--- config.mk ---
export PLATFORM = sky130hd
export DESIGN_NAME = srfe_rx_front
export DESIGN_NICKNAME = d
export VERILOG_FILES = /design/src/hdl/srfe_pkg.sv /design/src/hdl/srfe_edge_if.sv /design/src/hdl/srfe_rx_front.sv /design/src/hdl/srfe_pin_sync.sv
export VERILOG_INCLUDE_DIRS = /design/src /design/src/hdl
export SDC_FILE = /design/constraint.sdc
export NUM_CORES = 1
export LEC_CHECK = 0
export ABC_AREA = 0
export BUFFER_PORTS_ARGS = -buffer_cell sky130_fd_sc_hd__buf_2
export CAP_MARGIN = 20
export CORE_MARGIN = 1.5
export CORE_UTILIZATION = 34
export CTS_CLUSTER_SIZE = 16
export DETAILED_ROUTE_END_ITERATION = 12
export SYNTH_ARGS = -nofsm -noshare
export SYNTH_HDL_FRONTEND = slang
export SYNTH_SLANG_ARGS = --single-unit
--- constraint.sdc ---
create_clock -name i_ref_clk -period 1.9 [get_ports i_ref_clk]
set_input_delay 0.38 -clock i_ref_clk [delete_from_list [all_inputs] [get_ports i_ref_clk]]
set_output_delay 0.38 -clock i_ref_clk [all_outputs]
set_load 0.005 [all_outputs]
--- src/hdl/srfe_map.svh ---
// Constants for the serial receive front end: counts in receive-clock cycles, except recovery in i_ref_clk cycles.
// Assumes inclusion by bare name from hdl/ files.
// Functional notes
// RL1 - Receive data is captured on the rising edge of the bit clock.
// RL2 - Two consecutive received ones declare frame sync, anywhere in the stream; core looks for them only in SRFE_HUNT, after carrier is seen.
// RL3 - Decoder gives at least eight preamble clocks before sync.
// RL4 - Decoder presents only good bits; gates clock or carrier while locking.
// RL5 - Decoder supplies at least five full clocks after carrier drops; core needs seven (two low samples plus five tail clocks).
// RL6 - Carrier ends only after two consecutive low carrier samples.
// RL7 - Final bit is always loaded when carrier falls within one clock.
// RL8 - Trailing dribble clocks are tolerated without a receive error; core flags o_dribble_err past five partial-byte bits.
// RL9 - End-of-frame processing finishes within forty receive clocks.
// RL10 - After sync every eight bits form a byte, strobed and counted.
// RL11 - Data shifts only under carrier or its trailing clocks.
`ifndef SRFE_MAP_SVH
`define SRFE_MAP_SVH
`define SRFE_CARRIER_END_CNT 3'h2
`define SRFE_DRIBBLE_MAX    3'h5
`define SRFE_TAIL_CLKS      3'h5
`define SRFE_RECOVERY_CNT   6'h28
`define SRFE_BITS_PER_BYTE  3'h7
`define SRFE_BYTE_CNT_RST   16'h0000
`endif

--- src/hdl/srfe_pkg.sv ---
// Types of the serial receive front end.
// Assumes nothing beyond a SystemVerilog compiler.
package srfe_pkg;
    typedef enum logic [2:0]
    {
        SRFE_IDLE    = 3'b000,
        SRFE_HUNT    = 3'b001,
        SRFE_DATA    = 3'b011,
        SRFE_TAIL    = 3'b010,
        SRFE_RECOVER = 3'b110
    } srfe_state_t;
endpackage

--- src/hdl/srfe_edge_if.sv ---
// Interface carrying sampled link pins from the synchroniser to the core.
// Assumes a single system clock domain.
`timescale 1ns/10ps
`default_nettype none
interface srfe_edge_if;
    logic rise;
    logic data;
    logic carrier;
    modport src (output rise, output data, output carrier);
    modport dst (input rise, input data, input carrier);
endinterface
`default_nettype wire

--- src/hdl/srfe_rx_front.sv ---
// Serial receive front end: sync detect, deserialiser, carrier end and recovery.
// Assumes decoder keeps its obligations on preamble, clean bits and tail clocks.
`timescale 1ns/10ps
`default_nettype none
`include "srfe_map.svh"
module srfe_rx_front
    import srfe_pkg::*;
(
    input  wire logic        i_ref_clk,
    input  wire logic        i_sys_rst,
    input  wire logic        i_rx_bit_clock,
    input  wire logic        i_rx_data,
    input  wire logic        i_carrier_sense_in,
    output logic [7:0]       o_byte,
    output logic             o_byte_stb,
    output logic [15:0]      o_byte_cnt,
    output logic             o_frame_active,
    output logic             o_frame_end,
    output logic             o_dribble_err,
    output logic             o_ready
);
    srfe_edge_if ev ();

    srfe_pin_sync u_sync
    (
        .i_ref_clk (i_ref_clk),
        .i_sys_rst (i_sys_rst),
        .i_bit_clk (i_rx_bit_clock),
        .i_rxd     (i_rx_data),
        .i_carrier (i_carrier_sense_in),
        .o_edge    (ev)
    );

    srfe_state_t state_q, state_d;
    logic        prev_q, prev_d;
    logic [7:0]  shift_q, shift_d;
    logic [2:0]  bit_q, bit_d;
    logic [2:0]  low_q, low_d;
    logic [2:0]  tail_q, tail_d;
    logic [5:0]  rec_q, rec_d;
    logic [7:0]  byte_q, byte_d;
    logic        stb_q, stb_d;
    logic [15:0] cnt_q, cnt_d;
    logic        end_q, end_d;
    logic        derr_q, derr_d;

    always_comb
    begin
        state_d = state_q;
        prev_d  = prev_q;
        shift_d = shift_q;
        bit_d   = bit_q;
        low_d   = low_q;
        tail_d  = tail_q;
        rec_d   = rec_q;
        byte_d  = byte_q;
        stb_d   = 1'b0;
        cnt_d   = cnt_q;
        end_d   = 1'b0;
        derr_d  = derr_q;
        if (ev.rise)
        begin
            // Carrier low samples counted on bit clocks only
            low_d = ev.carrier ? 3'h0 : ((low_q == `SRFE_CARRIER_END_CNT) ? low_q : low_q + 3'h1); // RL6
        end
        case (state_q)
            SRFE_IDLE:
            begin
                prev_d = 1'b0;
                if (ev.carrier)
                begin
                    state_d = SRFE_HUNT;
                    derr_d  = 1'b0;
                    cnt_d   = `SRFE_BYTE_CNT_RST;
                end
            end
            SRFE_HUNT:
            begin
                if (ev.rise)
                begin
                    prev_d = ev.data;
                    if (prev_q & ev.data)  // RL2
                    begin
                        state_d = SRFE_DATA;
                        bit_d   = 3'h0;
                    end
                    else if (low_d == `SRFE_CARRIER_END_CNT)
                    begin
                        state_d = SRFE_IDLE;
                    end
                end
            end
            SRFE_DATA, SRFE_TAIL:
            begin
                if (ev.rise)
                begin
                    if (state_q == SRFE_DATA)
                    begin
                        // Shifts up to the second low carrier sample, so a late final bit is kept
                        shift_d = {ev.data, shift_q[7:1]};  // RL11 RL7
                        bit_d   = bit_q + 3'h1;
                        if (bit_q == `SRFE_BITS_PER_BYTE)   // RL10
                        begin
                            byte_d = shift_d;
                            stb_d  = 1'b1;
                            cnt_d  = cnt_q + 16'h0001;
                        end
                        tail_d = 3'h0;
                        if (low_d == `SRFE_CARRIER_END_CNT) // RL6
                        begin
                            state_d = SRFE_TAIL;
                        end
                    end
                    else
                    begin
                        // Tail clocks carry no data: no spurious byte from them
                        tail_d = tail_q + 3'h1;
                        if (ev.carrier)
                        begin
                            state_d = SRFE_DATA;
                        end
                        else if (tail_d == `SRFE_TAIL_CLKS)
                        begin
                            // Partial byte beyond the dribble allowance flags error
                            derr_d  = (bit_q > `SRFE_DRIBBLE_MAX); // RL8
                            end_d   = 1'b1;
                            rec_d   = 6'h00;
                            state_d = SRFE_RECOVER;
                        end
                    end
                end
            end
            SRFE_RECOVER:
            begin
                // Recovery of forty i_ref_clk cycles from the next bit clock, well inside the allowed forty bit clocks
                if (ev.rise | (rec_q != 6'h00))
                begin
                    rec_d = rec_q + 6'h01;
                end
                if (rec_q == `SRFE_RECOVERY_CNT - 6'h01)  // RL9
                begin
                    state_d = SRFE_IDLE;
                end
            end
            default:
            begin
                state_d = SRFE_IDLE;
            end
        endcase
    end

    always_ff @(posedge i_ref_clk)
    begin
        if (i_sys_rst)
        begin
            state_q <= SRFE_IDLE;
            prev_q  <= 1'b0;
            shift_q <= 8'h00;
            bit_q   <= 3'h0;
            low_q   <= 3'h0;
            tail_q  <= 3'h0;
            rec_q   <= 6'h00;
            byte_q  <= 8'h00;
            stb_q   <= 1'b0;
            cnt_q   <= `SRFE_BYTE_CNT_RST;
            end_q   <= 1'b0;
            derr_q  <= 1'b0;
        end
        else
        begin
            state_q <= state_d;
            prev_q  <= prev_d;
            shift_q <= shift_d;
            bit_q   <= bit_d;
            low_q   <= low_d;
            tail_q  <= tail_d;
            rec_q   <= rec_d;
            byte_q  <= byte_d;
            stb_q   <= stb_d;
            cnt_q   <= cnt_d;
            end_q   <= end_d;
            derr_q  <= derr_d;
        end
    end

    logic act_q;
    logic rdy_q;
    always_ff @(posedge i_ref_clk)
    begin
        if (i_sys_rst)
        begin
            act_q <= 1'b0;
            rdy_q <= 1'b0;
        end
        else
        begin
            act_q <= (state_d == SRFE_DATA) | (state_d == SRFE_TAIL);
            rdy_q <= (state_d == SRFE_IDLE);
        end
    end

    assign o_byte         = byte_q;
    assign o_byte_stb     = stb_q;
    assign o_byte_cnt     = cnt_q;
    assign o_frame_active = act_q;
    assign o_frame_end    = end_q;
    assign o_dribble_err  = derr_q;
    assign o_ready        = rdy_q;
endmodule // srfe_rx_front
`default_nettype wire

--- src/hdl/srfe_pin_sync.sv ---
// Triple-flop sampler of the bit clock, data and carrier pins.
// Assumes pins asynchronous to i_ref_clk; a change counts when stages two and three agree.
`timescale 1ns/10ps
`default_nettype none
module srfe_pin_sync
    import srfe_pkg::*;
(
    input  wire logic  i_ref_clk,
    input  wire logic  i_sys_rst,
    input  wire logic  i_bit_clk,
    input  wire logic  i_rxd,
    input  wire logic  i_carrier,
    srfe_edge_if.src   o_edge
);
    logic [2:0] s1_q, s1_d;
    logic [2:0] s2_q, s2_d;
    logic [2:0] s3_q, s3_d;
    logic [2:0] st_q, st_d;
    logic       rise_q, rise_d;
    logic       dat_q, dat_d;

    always_comb
    begin
        s1_d   = {i_carrier, i_rxd, i_bit_clk};
        s2_d   = s1_q;
        s3_d   = s2_q;
        st_d   = st_q;
        for (int i = 0; i < 3; i++)
        begin
            if (s2_q[i] == s3_q[i])
            begin
                st_d[i] = s3_q[i];
            end
        end
        // Data held with the edge: setup before the clock edge favours old sample
        rise_d = st_d[0] & ~st_q[0];        // RL1
        dat_d  = rise_d ? st_q[1] : dat_q;  // RL1
    end

    always_ff @(posedge i_ref_clk)
    begin
        if (i_sys_rst)
        begin
            s1_q   <= 3'h0;
            s2_q   <= 3'h0;
            s3_q   <= 3'h0;
            st_q   <= 3'h0;
            rise_q <= 1'b0;
            dat_q  <= 1'b0;
        end
        else
        begin
            s1_q   <= s1_d;
            s2_q   <= s2_d;
            s3_q   <= s3_d;
            st_q   <= st_d;
            rise_q <= rise_d;
            dat_q  <= dat_d;
        end
    end

    assign o_edge.rise = rise_q;
    assign o_edge.data = dat_q;
    assign o_edge.carrier = st_q[2];
endmodule // srfe_pin_sync
`default_nettype wire

==> flow_summary.ini <==
[setup_path]
worstSetupPathType = register to register
path_delay_family = compound AO/OA/AOI/OAI gates
cp.arrival_ns = 2.00
crit_buf_inv = 1
path_max_fanout = 5
worstPathCellList = ha_2 > ha_4 > nand4_1 > buf_6 > a2111oi_4 > nand3_1 > xor2_1 > nor2_1
cp-start-kind = register
end_kind = register
critPathMaxStageDelay_ns = 0.41
crit_required_ns = 2.13
slowest_stage = a2111oi_4
reg2reg_slack_ns = 0.13

[global_routing]
track_usage_pct = 14.1
grt.overflow.total = 0
grt_max_degree = 29
grt_pass1_wl_um = 9980
antenna_found_initial = 0
first_global_vias = 2321

[floorplan]
die_x_um = 94.7
fp-row-count = 33
die_h_um = 94.7
fp.coreArea_um2 = 8180
initial_core_util_pct = 35.0
io-pin-count = 34
die-area_um2 = 8970

[pwr]
p_seq_share_pct = 51.5
fin_total_pwr_mw = 2.85
p_int_mw = 2.26
peakVddDrop_uv = 391
combPwrFrac_pct = 3.1
p_clk_share_pct = 45.4
swShare_pct = 20.8
power_density_nw_per_um2 = 819
p_sw_mw = 0.592
leakagePower_nw = 1.35

[final_layout]
antennaDiodeCount = 0
stdcell_count = 491
nNetsFinal = 396
fin_util_pct = 42.6
drive_above_1_share_pct = 19.9
area_growth_pct = 21.8
design_area_um2 = 3480

[route]
ant_nets = 0
drt_first_pass_iters = 4
drcViolationCount = 0
viasPerCell = 4.87
drt_iter0_markers = 102
routed_wl_um = 5720
vias = 2393
wl_per_cell_um = 11.7

[place]
place_area_um2 = 3230
dp.cells = 473
routabilityCongestion = 0.821
dp_hpwl_um = 4080
place_ws_ns = -0.0125
port-buffer-count = 33

[yosys]
synth_most_common_cell = dfxtp_1
ys_warn_count = 0
yosysTopAreaCell = dfxtp_1
yosys.area_share.xor_xnor_pct = 5.82
synthTopCellsByArea = dfxtp_1, nand2_1, a21oi_1, nor2_1, xor2_1
async_flop_share_pct = 0
ys_seq_area_share_pct = 48.3
synth.area.mux_share_pct = 0.744
yosys.cell_types.count = 44
ys_ff_latch = 69
synth_top_family_by_area = simple AND/OR/NAND/NOR gates
syn_avg_cell_area_um2 = 8.66
synth_cells = 330
synth_fa_ha_area_share_pct = 3.94
synth_commonest_cells = dfxtp_1, nand2_1, nor2_1
synth_simple_gate_area_share_pct = 25.6
synth-edff-count = 0
synth-compound-area-share_pct = 12.4
syn_area_um2 = 2860
yosys_most_used_dff = dfxtp_1
synth_top_area_share_pct = 48.3
synthesis.nets = 344

[clock_tree]
insertion_delay_ns = 0.35
clk_pin_slew_ns = 0.07
cts.path.max_buffers = 2
clkSinkCount = 69
htree_levels = 3
cts_hold_buffers = 0
cts_tree = yes
clock-root-buffer = clkbuf_8
numCtsBuffers = 9

[worst_hold_path]
hold_path.class = input pin to register

[timing]
rsz0062_at_grt = no
worstMarginPinSlew_ns = 0.410
min_period_over_period_pct = 92.9
hold_viol = 0
min_period_ns = 1.77
skew_ns = 0.00968
worst_slack_ns = 0.134
maxSlewViolCount = 0
slew_headroom_pct = 72.6
setup_viol = 0
max_freq_mhz = 566

[outcome]
status = completed

[flow_run]
drv_cap = 0
timing repair:
action,4_1_cts,5_1_grt
setup endpoints to repair,4,5
buffers inserted,1,2
resized for setup,0,6
pin swaps,2,3
worst reg2reg max path: cells and delay by family (launching register included):
| kind | cells | cell delay, ns |
|---|---|---|
| AND/OR/NAND/NOR | 3 | 0.28 |
| AO/OA/AOI/OAI | 1 | 0.41 |
| flip-flops | 1 | 0.33 |
| XOR/XNOR | 1 | 0.17 |
| adder cells (fa/ha/maj) | 2 | 0.30 |
| buffers and inverters | 1 | 0.15 |
per-stage QoR:
stage	setup TNS, ns	hold WS, ns
floorplan	0	0.414
global placement	0	0.423
detailed placement	-0.0175	0.429
CTS	0	0.244
global route	0	0.248
finish	0	0.248
flip-flops by register name, indices dropped and copies added, names as in the netlist:
register,cells
bit_q,3
o_byte_cnt,16
u_sync.s1_q,3
low_q,3
o_frame_active,1
o_byte,8
state_q,3
u_sync.o_edge.data,1
o_byte_stb,1
u_sync.o_edge.rise,1
u_sync.st_q,3
u_sync.s2_q,3
prev_q,1
o_frame_end,1
o_ready,1
o_dribble_err,1
u_sync.s3_q,3
tail_q,3
rec_q,6
shift_q,7
cell type report:
cell class / instances / area, um2
fill: 858 / 4690
sequential: 69 / 1380
clock inverter: 4 / 72.6
timing repair buffer: 52 / 312
multi-input combinational: 239 / 1400
clock buffer: 11 / 141
tap: 105 / 131
inverter: 11 / 41.3
per-layer routing:
metal / GRT usage (%) / routed length (um)
met2: 23.0 / 2680
met1: 17.0 / 2670
met4: 5.97 / 106
met3: 4.59 / 269
met5: 0 / 0
power by group through the flow:
| stage | combinational (mW) | sequential, mW | clock (mW) |
|---|---|---|---|
| after floorplan | 0.0598 | 1.50 | 0 |
| after global placement | 0.0897 | 1.50 | 0 |
| after detailed placement | 0.0899 | 1.50 | 0 |
| after CTS | 0.0905 | 1.47 | 1.33 |
| after global routing | 0.0992 | 1.47 | 1.39 |
| final | 0.0887 | 1.47 | 1.30 |
cells in the final DEF, fill, tap and decap left out, drive strengths merged, types with 6 or more instances in the layout:
| cell type | instances |
|---|---|
| dfxtp | 69 |
| buf | 52 |
| nand2 | 51 |
| nor2 | 39 |
| a21oi | 36 |
| xor2 | 13 |
| nand3 | 12 |
| inv | 11 |
| nor2b | 11 |
| clkbuf | 11 |
| nand4 | 10 |
| ha | 9 |
| o21ai | 7 |
| nor3 | 7 |
| xnor2 | 6 |
cell families after synthesis:
family / Yosys count
simple gates: 152
flops: 69
compound gates: 57
buf+inv: 22
xor+xnor: 19
fa+ha+maj: 9
mux: 2
worst paths after layout:
kind,to,cells past startpoint,start
min,u_sync.s1_q[0],2,i_rx_bit_clock
max,o_byte_cnt[13],8,bit_q[0]
max reg2reg,o_byte_cnt[13],8,bit_q[0]
min reg2reg,u_sync.s2_q[0],1,u_sync.s1_q[0]
No activity file was read; power rests on OpenSTA's default activity.
